==> config.mk <==
export PLATFORM = sky130hd
export DESIGN_NAME = pcc_cycle_control
export DESIGN_NICKNAME = d
export VERILOG_FILES = /design/src/pcc_pkg.sv /design/src/pcc_cycle_control.sv
export VERILOG_INCLUDE_DIRS = /design/src
export SDC_FILE = /design/constraint.sdc
export NUM_CORES = 1
export LEC_CHECK = 0
export ABC_CLOCK_PERIOD_IN_PS = 8500
export BUFFER_PORTS_ARGS = -buffer_cell sky130_fd_sc_hd__buf_2
export CAP_MARGIN = 20
export CORE_ASPECT_RATIO = 0.7
export CORE_MARGIN = 2
export CORE_UTILIZATION = 55
export CTS_BUF_LIST = sky130_fd_sc_hd__clkbuf_2 sky130_fd_sc_hd__clkbuf_4 sky130_fd_sc_hd__clkbuf_8
export CTS_CLUSTER_DIAMETER = 40
export DETAILED_ROUTE_END_ITERATION = 8
export PLACE_DENSITY = 0.84
export SKIP_CTS_REPAIR_TIMING = 1
export SYNTH_ARGS = -nofsm -noshare
export SYNTH_HDL_FRONTEND = slang
export SYNTH_SLANG_ARGS = --single-unit
==> constraint.sdc <==
create_clock -name clk_i -period 8.5 [get_ports clk_i]
set_input_delay 1.275 -clock clk_i [delete_from_list [all_inputs] [get_ports clk_i]]
set_output_delay 1.275 -clock clk_i [all_outputs]
set_load 0.1 [all_outputs]
==> src/pcc_params.svh <==
`ifndef PCC_PARAMS_SVH
`define PCC_PARAMS_SVH

// Clock and timing
`define PCC_CLK_PERIOD_NS 100
`define PCC_STEP_TIME_NS 2730000
// Arbitrary default; set the real pulse width per product
`define PCC_LED_ON_NS 10000
`define PCC_WAIT_LONG_FACTOR 12
`define PCC_FULL_STEPS 9'h100

// Register offsets
`define PCC_OFF_FUNCTION_ENABLE 5'h00
`define PCC_OFF_INTEGRATION_TIME 5'h02
`define PCC_OFF_WAIT_TIME 5'h03
`define PCC_OFF_LOW_THRESHOLD_LO 5'h08
`define PCC_OFF_LOW_THRESHOLD_HI 5'h09
`define PCC_OFF_HIGH_THRESHOLD_LO 5'h0A
`define PCC_OFF_HIGH_THRESHOLD_HI 5'h0B
`define PCC_OFF_IRQ_PERSISTENCE 5'h0C
`define PCC_OFF_WAIT_DRIVE_OPTIONS 5'h0D
`define PCC_OFF_LED_PULSE_COUNT 5'h0E

// Reset values
`define PCC_RST_FUNCTION_ENABLE 8'h00
`define PCC_RST_INTEGRATION_TIME 8'hFF
`define PCC_RST_WAIT_TIME 8'hFF
`define PCC_RST_THRESHOLD 8'h00
`define PCC_RST_IRQ_PERSISTENCE 8'h00
`define PCC_RST_WAIT_DRIVE_OPTIONS 8'h00
`define PCC_RST_LED_PULSE_COUNT 8'h00

// Field positions
`define PCC_BIT_OSCILLATOR_ON 0
`define PCC_BIT_PROX_FUNCTION_ENABLE 2
`define PCC_BIT_WAIT_ENABLE 3
`define PCC_BIT_PROX_IRQ_ENABLE 5
`define PCC_BIT_SLEEP_AFTER_IRQ 6
`define PCC_BIT_DRIVE_LOW_RANGE 0
`define PCC_BIT_WAIT_X12 1
`define PCC_FILTER_HI 7
`define PCC_FILTER_LO 4

// Writable bits; reserved positions read back as zero
`define PCC_MASK_FUNCTION_ENABLE 8'h6D
`define PCC_MASK_IRQ_PERSISTENCE 8'hF0
`define PCC_MASK_WAIT_DRIVE_OPTIONS 8'h03

`endif

==> src/pcc_pkg.sv <==
package pcc_pkg;

    typedef enum logic [5:0] {
        PCC_SLEEP = 6'h01,
        PCC_IDLE = 6'h02,
        PCC_PULSE = 6'h04,
        PCC_INTEG = 6'h08,
        PCC_EVAL = 6'h10,
        PCC_WAIT = 6'h20
    } pcc_state_e;

    typedef struct packed {
        logic en;
        logic [4:0] addr;
        logic [7:0] data;
    } pcc_reg_wr_s;

endpackage : pcc_pkg

==> src/pcc_cycle_control.sv <==
// Contract
// - With sleep-after-irq set, power down after a cycle that raised an interrupt.
// - Irq enable bit gates the flag onto the interrupt pin; flag stays visible.
// - Wait enable bit turns the wait timer between measurements on or off.
// - Proximity enable bit turns the measurement function on or off.
// - Oscillator-on bit starts the oscillator so timers and converter run.
// - Integration time counts in 2.73 ms steps; 0xFF is one step.
// - Integration time register resets to 0xFF.
// - Wait is 256 minus value steps of 2.73 ms; 0xFF one, 0x00 256.
// - Wait-x12 bit stretches the wait twelve times.
// - Compare result against 16-bit low and high thresholds, low byte first.
// - Persistence 0 interrupts every cycle; N needs N consecutive out-of-range results.
// - Drive-low-range bit reduces LED sink current to its low range.
// - Pulse count sets LED pulses emitted during each accumulation phase.
// - Interrupt flag is set whenever an interrupt is asserted, regardless of mask.
// - Pending interrupt holds until the interrupt clear function.
`timescale 1ns/1ps
`include "pcc_params.svh"

module pcc_cycle_control #(
    parameter int STEP_CYCLES = (`PCC_STEP_TIME_NS + `PCC_CLK_PERIOD_NS - 1) / `PCC_CLK_PERIOD_NS,
    parameter int LED_ON_CYCLES = (`PCC_LED_ON_NS + `PCC_CLK_PERIOD_NS - 1) / `PCC_CLK_PERIOD_NS
) (
    // Clock and reset
    input wire logic clk_i,
    input wire logic reset_n_i,
    // Register access from the serial target
    input pcc_pkg::pcc_reg_wr_s reg_wr_i,
    input wire logic [4:0] rd_addr_i,
    output logic [7:0] rd_data_o,
    // Special functions
    input wire logic irq_set_i,
    input wire logic irq_clear_i,
    // Converter side
    input wire logic [15:0] prox_result_i,
    output logic osc_on_o,
    output logic integrating_o,
    output logic cycle_done_o,
    // LED driver
    output logic led_sink_pin_o,
    output logic drive_low_range_o,
    // Interrupt
    output logic prox_irq_flag_o,
    output logic int_n_o
);

    localparam int TMR_MAX = (STEP_CYCLES > 2 * LED_ON_CYCLES) ? STEP_CYCLES : 2 * LED_ON_CYCLES;
    localparam int TMR_W = $clog2(TMR_MAX + 1);

    if (STEP_CYCLES < 1 || LED_ON_CYCLES < 1) begin : g_bad_timing
        $error("pcc_cycle_control: step and LED times need at least one cycle");
    end

    // Steps for a two's complement count
    function automatic logic [8:0] pcc_steps(input logic [7:0] value);
        pcc_steps = `PCC_FULL_STEPS - {1'b0, value};
    endfunction : pcc_steps

    function automatic logic pcc_hit(input pcc_pkg::pcc_reg_wr_s wr, input logic [4:0] off);
        pcc_hit = wr.en && (wr.addr == off);
    endfunction : pcc_hit

    logic [7:0] function_enable;
    logic [7:0] integration_time;
    logic [7:0] wait_time;
    logic [7:0] low_threshold_lo;
    logic [7:0] low_threshold_hi;
    logic [7:0] high_threshold_lo;
    logic [7:0] high_threshold_hi;
    logic [7:0] irq_persistence;
    logic [7:0] wait_drive_options;
    logic [7:0] led_pulses;

    pcc_pkg::pcc_state_e state;
    pcc_pkg::pcc_state_e next_state;
    logic [TMR_W-1:0] tmr;
    logic [7:0] pulses_left;
    logic [8:0] steps_left;
    logic [3:0] mult_left;
    logic [3:0] oor_count;
    logic prox_irq_flag;

    logic oscillator_on;
    logic prox_function_enable;
    logic wait_enable;
    logic prox_irq_enable;
    logic sleep_after_irq;
    logic wait_x12;
    logic [3:0] out_of_range_filter;
    logic [15:0] low_threshold;
    logic [15:0] high_threshold;
    logic step_tick;
    logic pulse_done;
    logic pulses_finished;
    logic integ_done;
    logic wait_done;
    logic out_of_range;
    logic [4:0] oor_next;
    logic fire;
    logic [3:0] mult_reload;

    assign oscillator_on = function_enable[`PCC_BIT_OSCILLATOR_ON];
    assign prox_function_enable = function_enable[`PCC_BIT_PROX_FUNCTION_ENABLE];
    assign wait_enable = function_enable[`PCC_BIT_WAIT_ENABLE];
    assign prox_irq_enable = function_enable[`PCC_BIT_PROX_IRQ_ENABLE];
    assign sleep_after_irq = function_enable[`PCC_BIT_SLEEP_AFTER_IRQ];
    assign wait_x12 = wait_drive_options[`PCC_BIT_WAIT_X12];
    assign out_of_range_filter = irq_persistence[`PCC_FILTER_HI:`PCC_FILTER_LO];
    assign low_threshold = {low_threshold_hi, low_threshold_lo};
    assign high_threshold = {high_threshold_hi, high_threshold_lo};

    // Shared timer paces both the LED pulses and the 2.73 ms steps
    assign step_tick = (state == pcc_pkg::PCC_INTEG || state == pcc_pkg::PCC_WAIT)
        && (tmr == TMR_W'(STEP_CYCLES - 1));
    assign pulse_done = (state == pcc_pkg::PCC_PULSE) && (tmr == TMR_W'(2 * LED_ON_CYCLES - 1));
    assign pulses_finished = (pulses_left == 8'h00) || (pulse_done && pulses_left == 8'h01);
    assign integ_done = step_tick && (steps_left == 9'h001);
    assign mult_reload = wait_x12 ? 4'(`PCC_WAIT_LONG_FACTOR - 1) : 4'h0;
    assign wait_done = step_tick && (mult_left == 4'h0) && (steps_left == 9'h001);

    assign out_of_range = (prox_result_i < low_threshold) || (prox_result_i > high_threshold);
    assign oor_next = {1'b0, oor_count} + 5'h01;
    assign fire = (state == pcc_pkg::PCC_EVAL)
        && ((out_of_range_filter == 4'h0)
        || (out_of_range && oor_next >= {1'b0, out_of_range_filter}));

    always_comb begin
        next_state = state;
        if (!oscillator_on) begin
            next_state = pcc_pkg::PCC_SLEEP;
        end else if (!prox_function_enable) begin
            next_state = pcc_pkg::PCC_IDLE;
        end else begin
            unique case (state)
                pcc_pkg::PCC_SLEEP, pcc_pkg::PCC_IDLE: begin
                    next_state = pcc_pkg::PCC_PULSE;
                end
                pcc_pkg::PCC_PULSE: begin
                    if (pulses_finished) begin
                        next_state = pcc_pkg::PCC_INTEG;
                    end
                end
                pcc_pkg::PCC_INTEG: begin
                    if (integ_done) begin
                        next_state = pcc_pkg::PCC_EVAL;
                    end
                end
                pcc_pkg::PCC_EVAL: begin
                    if (fire && sleep_after_irq) begin
                        next_state = pcc_pkg::PCC_SLEEP;
                    end else if (wait_enable) begin
                        next_state = pcc_pkg::PCC_WAIT;
                    end else begin
                        next_state = pcc_pkg::PCC_PULSE;
                    end
                end
                pcc_pkg::PCC_WAIT: begin
                    if (wait_done) begin
                        next_state = pcc_pkg::PCC_PULSE;
                    end
                end
            endcase
        end
    end

    always_ff @(posedge clk_i) begin
        if (!reset_n_i) begin
            state <= pcc_pkg::PCC_SLEEP;
        end else begin
            state <= next_state;
        end
    end

    // Timer restarts on every state change
    always_ff @(posedge clk_i) begin
        if (!reset_n_i || next_state != state || step_tick || pulse_done) begin
            tmr <= '0;
        end else begin
            tmr <= tmr + TMR_W'(1);
        end
    end

    always_ff @(posedge clk_i) begin
        if (!reset_n_i) begin
            pulses_left <= 8'h00;
        end else if (next_state == pcc_pkg::PCC_PULSE && state != pcc_pkg::PCC_PULSE) begin
            pulses_left <= led_pulses;
        end else if (pulse_done && pulses_left != 8'h00) begin
            pulses_left <= pulses_left - 8'h01;
        end
    end

    always_ff @(posedge clk_i) begin
        if (!reset_n_i) begin
            steps_left <= 9'h000;
            mult_left <= 4'h0;
        end else if (next_state == pcc_pkg::PCC_INTEG && state != pcc_pkg::PCC_INTEG) begin
            steps_left <= pcc_steps(integration_time);
            mult_left <= 4'h0;
        end else if (next_state == pcc_pkg::PCC_WAIT && state != pcc_pkg::PCC_WAIT) begin
            steps_left <= pcc_steps(wait_time);
            mult_left <= mult_reload;
        end else if (step_tick) begin
            if (state == pcc_pkg::PCC_WAIT && mult_left != 4'h0) begin
                mult_left <= mult_left - 4'h1;
            end else begin
                steps_left <= steps_left - 9'h001;
                mult_left <= (state == pcc_pkg::PCC_WAIT) ? mult_reload : 4'h0;
            end
        end
    end

    always_ff @(posedge clk_i) begin
        if (!reset_n_i || !prox_function_enable) begin
            oor_count <= 4'h0;
        end else if (state == pcc_pkg::PCC_EVAL) begin
            if (!out_of_range) begin
                oor_count <= 4'h0;
            end else if (oor_count != 4'hF) begin
                oor_count <= oor_next[3:0];
            end
        end
    end

    // held until clear function, set wins
    always_ff @(posedge clk_i) begin
        if (!reset_n_i) begin
            prox_irq_flag <= 1'b0;
        end else if (fire || irq_set_i) begin
            prox_irq_flag <= 1'b1;
        end else if (irq_clear_i) begin
            prox_irq_flag <= 1'b0;
        end
    end

    // Enable register; sleep-after-irq drops power, a host write wins
    always_ff @(posedge clk_i) begin
        if (!reset_n_i) begin
            function_enable <= `PCC_RST_FUNCTION_ENABLE;
        end else if (pcc_hit(reg_wr_i, `PCC_OFF_FUNCTION_ENABLE)) begin
            function_enable <= reg_wr_i.data & `PCC_MASK_FUNCTION_ENABLE;
        end else if (fire && sleep_after_irq) begin
            function_enable[`PCC_BIT_OSCILLATOR_ON] <= 1'b0;
        end
    end

    // Timing and LED configuration
    always_ff @(posedge clk_i) begin
        if (!reset_n_i) begin
            integration_time <= `PCC_RST_INTEGRATION_TIME;
            wait_time <= `PCC_RST_WAIT_TIME;
            wait_drive_options <= `PCC_RST_WAIT_DRIVE_OPTIONS;
            led_pulses <= `PCC_RST_LED_PULSE_COUNT;
        end else begin
            if (pcc_hit(reg_wr_i, `PCC_OFF_INTEGRATION_TIME)) begin
                integration_time <= reg_wr_i.data;
            end
            if (pcc_hit(reg_wr_i, `PCC_OFF_WAIT_TIME)) begin
                wait_time <= reg_wr_i.data;
            end
            if (pcc_hit(reg_wr_i, `PCC_OFF_WAIT_DRIVE_OPTIONS)) begin
                wait_drive_options <= reg_wr_i.data & `PCC_MASK_WAIT_DRIVE_OPTIONS;
            end
            if (pcc_hit(reg_wr_i, `PCC_OFF_LED_PULSE_COUNT)) begin
                led_pulses <= reg_wr_i.data;
            end
        end
    end

    // Thresholds and persistence
    always_ff @(posedge clk_i) begin
        if (!reset_n_i) begin
            low_threshold_lo <= `PCC_RST_THRESHOLD;
            low_threshold_hi <= `PCC_RST_THRESHOLD;
            high_threshold_lo <= `PCC_RST_THRESHOLD;
            high_threshold_hi <= `PCC_RST_THRESHOLD;
            irq_persistence <= `PCC_RST_IRQ_PERSISTENCE;
        end else begin
            if (pcc_hit(reg_wr_i, `PCC_OFF_LOW_THRESHOLD_LO)) begin
                low_threshold_lo <= reg_wr_i.data;
            end
            if (pcc_hit(reg_wr_i, `PCC_OFF_LOW_THRESHOLD_HI)) begin
                low_threshold_hi <= reg_wr_i.data;
            end
            if (pcc_hit(reg_wr_i, `PCC_OFF_HIGH_THRESHOLD_LO)) begin
                high_threshold_lo <= reg_wr_i.data;
            end
            if (pcc_hit(reg_wr_i, `PCC_OFF_HIGH_THRESHOLD_HI)) begin
                high_threshold_hi <= reg_wr_i.data;
            end
            if (pcc_hit(reg_wr_i, `PCC_OFF_IRQ_PERSISTENCE)) begin
                irq_persistence <= reg_wr_i.data & `PCC_MASK_IRQ_PERSISTENCE;
            end
        end
    end

    // Read data registered; unmapped offsets read zero
    always_ff @(posedge clk_i) begin
        if (!reset_n_i) begin
            rd_data_o <= 8'h00;
        end else begin
            unique case (rd_addr_i)
                `PCC_OFF_FUNCTION_ENABLE: rd_data_o <= function_enable;
                `PCC_OFF_INTEGRATION_TIME: rd_data_o <= integration_time;
                `PCC_OFF_WAIT_TIME: rd_data_o <= wait_time;
                `PCC_OFF_LOW_THRESHOLD_LO: rd_data_o <= low_threshold_lo;
                `PCC_OFF_LOW_THRESHOLD_HI: rd_data_o <= low_threshold_hi;
                `PCC_OFF_HIGH_THRESHOLD_LO: rd_data_o <= high_threshold_lo;
                `PCC_OFF_HIGH_THRESHOLD_HI: rd_data_o <= high_threshold_hi;
                `PCC_OFF_IRQ_PERSISTENCE: rd_data_o <= irq_persistence;
                `PCC_OFF_WAIT_DRIVE_OPTIONS: rd_data_o <= wait_drive_options;
                `PCC_OFF_LED_PULSE_COUNT: rd_data_o <= led_pulses;
                default: rd_data_o <= 8'h00;
            endcase
        end
    end

    // Outputs from flops; LED lags the timer by one cycle
    always_ff @(posedge clk_i) begin
        if (!reset_n_i) begin
            led_sink_pin_o <= 1'b0;
            integrating_o <= 1'b0;
            cycle_done_o <= 1'b0;
            drive_low_range_o <= 1'b0;
            osc_on_o <= 1'b0;
            int_n_o <= 1'b1;
        end else begin
            // LED on for first half of each pulse slot
            led_sink_pin_o <= (state == pcc_pkg::PCC_PULSE) && (pulses_left != 8'h00)
                && (tmr < TMR_W'(LED_ON_CYCLES));
            integrating_o <= (state == pcc_pkg::PCC_INTEG);
            cycle_done_o <= (state == pcc_pkg::PCC_EVAL);
            drive_low_range_o <= wait_drive_options[`PCC_BIT_DRIVE_LOW_RANGE];
            osc_on_o <= oscillator_on;
            int_n_o <= !(prox_irq_flag && prox_irq_enable);
        end
    end

    assign prox_irq_flag_o = prox_irq_flag;

endmodule : pcc_cycle_control

==> run summary <==
Final net count: 1010
HP Start: function_enable[5]
Combinational Power Share: 0.068
Largest cells by area after synthesis: dfxtp_1 34%, mux2i_1 9.1%, ha_1 7.7%
Sum of negative setup slack: 0 ps
Starting Density: 0.564
WS Path Type: in -> reg
Most numerous cell in the Yosys netlist: dfxtp_1
Largest area contributor in the netlist: dfxtp_1
Syn Area/Cell: 8.43 sq um
Core Box Area: 13200 sq um
Final Hold Viols: 0
Vias in the first global route: 6456
Share of cells above drive strength 1: 0.127
Crit. End Element: flop
Fin crit period: 4000 ps
Crit path max fanout: 6
Worst setup path startpoint: prox_result_i[1]
Die W: 143 um
Synth warn: 0
TritonRoute pass-1 iters: 9
Switching Share: 0.261
Reg-to-reg endpoint: tmr[9]
Crit path max-delay family: compound AO/OA/AOI/OAI gates
FF-to-FF path depth: 8
Hold path endpoint: int_n_o
Antenna viol nets, final: 0
Slew Limit Fails: 0
Vias per inst: 6.32
CP cell instances: buf_2 -> ha_1 -> nor2b_1 -> o211ai_1 -> a21boi_0 -> o31a_2 -> o31ai_1 -> a21oi_2 -> or4b_1 -> a21oi_1
Sequential Power Share: 0.484
Setup slack, reg-to-reg: 4800 ps
RR Startpoint: state[5]
Failing checks: DRC
DRC errors left: 3
Netlist Area Pre-Place: 7440 sq um
Clock Pin Slew Worst Setup and Hold Paths: 80 ps
Post-synth EDFFs: 0
Area fraction of the dominant cell type after synthesis: 0.344
Vias: 7093
Critical Path Stages: 10
Post-synth top cells: 128 x dfxtp_1, 104 x nor2_1, 76 x nand2_1
Die Y: 101 um
Detailed placer's ending HPWL: 16200 um
Max Cap Viol: 0
Distinct cells, synth: 75
First-pass GRT wire length: 34200 um
Slew margin rel.: 0.327
LEAKAGE: 3.34 nW
Critical path startpoint category: primary input
Ant diodes: 0
Outcome: finished with violations
CTS tree: yes
Largest net degree at the start of global routing: 68
Clk_skew: 15.3 ps
Synth-to-layout area growth: 11.0%
Drt total wl: 21700 um
Clk root buf: clkbuf_8
F_max: 250 MHz
CTS HTree Levels: 4
Sink Count: 128
Num ports: 54
CP max-delay cell: o31ai_1
Fraction of registers with async set/reset: 0
Psw: 0.328 mW
Pwr dens: 153 nW/um^2
Buffers & Inverters on Critical Path: 1
Worst-Skew Late Latency: 450 ps
Core Util, Final: 0.627
Yosys reg bits: 128
Gr usage total: 0.307
Mapped Cells: 882
Hold depth: 1
CTS Buf Count: 17
Die area: 14500 sq um
Gpl congestion: 1.00
CP max stage delay: 860 ps
Row cnt: 35
Antenna violations before repair: 0
CTS max path bufs: 2
Clock power share: 0.449
Initial detailed-routing violation count: 935
Buffers on Ports: 53
Worst hold-check path type: reg -> reg
Tightest Pin Transition: 1000 ps
Setup Viol. Count Final: 0
Unrepaired setup endpoints after global routing: false
WL per Instance: 19.4 um
Syn_nets: 967
Post-synth top flop: dfxtp_1
Period utilization: 0.471
Worst endpoint data arrival time: 4370 ps
GRT overflow: 0
Internal power: 0.931 mW
Worst vdd ir: 0.000114 V
WP data required: 8870 ps
Seq/Total Area, Yosys: 0.344
[cell type report]
class                           count  area (sq um)
Clock buffer                       18           241
Clock inverter                     14           183
Fill cell                        1117          4920
Inverter                           53           199
Multi-Input combinational cell    667          4540
Sequential cell                   128          2560
Tap cell                          185           231
Timing Repair Buffer               58           303
[routing by layer]
metal	vias to the layer above	GRT usage	routed length (um)
li1	3251	-	-
met1	3333	0.450	9830
met2	462	0.418	8560
met3	47	0.114	2950
met4	0	0.0777	404
met5	-	0.0362	0
[state kept, by name (all words and copies together) (netlist names), 2 cells and up]
register and count:
function_enable 5, irq_persistence 4, tmr 15, high_threshold_lo 8
rd_data_o 8, low_threshold_hi 8, state 6, wait_time 8
steps_left 9, integration_time 8, oor_count 4, led_pulses 8
pulses_left 8, high_threshold_hi 8, low_threshold_lo 8, mult_left 4
wait_drive_options 2
[cell usage in the layout (no fill, tap or decap), drive strengths merged, types with 10 or more instances in the layout]
cell,count
a22oi,21
a31oi,13
xnor2,15
inv,57
nor3,37
ha,46
a21oi,39
nand2,76
xor2,26
mux2i,68
nor2,105
and3,10
clkbuf,18
nor4,11
nand3,29
buf,58
dfxtp,128
o21ai,27
[worst register-to-register path, delay by kind of cell, from the launching register on]
| kind | cells | cell delay (ps) |
|---|---|---|
| and+or+nand+nor | 7 | 2810 |
| DFF | 1 | 520 |
| AOI/OAI and AO/OA | 1 | 230 |
[stage by stage]
step | hold slack, ps | instances | setup WS, ps | power [mW] | instance area, sq um
finish | 483 | 1123 | 4500 | 1.26 | 8260
global route | 478 | 1123 | 4340 | 1.30 | 8260
CTS | 488 | 1122 | 4430 | 1.26 | 8250
detailed placement | 471 | 1090 | 4030 | 0.705 | 7830
global placement | 468 | 1090 | 4160 | 0.703 | 7830
floorplan | 380 | 882 | 4800 | 0.674 | 7440
[kinds of logic after synthesis]
| family | after synthesis | synth area share |
|---|---|---|
| buffers and inverters | 87 | 0.0454 |
| adders and majority gates | 46 | 0.0774 |
| DFF | 128 | 0.344 |
| muxes | 69 | 0.0930 |
| xor gates and xnor gates | 41 | 0.0483 |
| and+or+nand+nor | 339 | 0.229 |
| AOI/OAI and AO/OA | 172 | 0.163 |
[how the worst max path moves through the flow]
stage,slack (ps),to
floorplan,4800,tmr[10]
global placement,4160,tmr[1]
detailed placement,4030,tmr[1]
CTS,4430,tmr[1]
global route,4340,mult_left[2]
finish,4500,mult_left[2]
[power by group through the flow]
stage / logic [mW] / clock network (mW) / registers, mW
detailed placement: 0.0821 / 0 / 0.623
CTS: 0.0827 / 0.565 / 0.609
floorplan: 0.0479 / 0 / 0.626
finish: 0.0855 / 0.565 / 0.609
global route: 0.0926 / 0.595 / 0.610
global placement: 0.0799 / 0 / 0.623
Power figures use the tool's default switching activity.
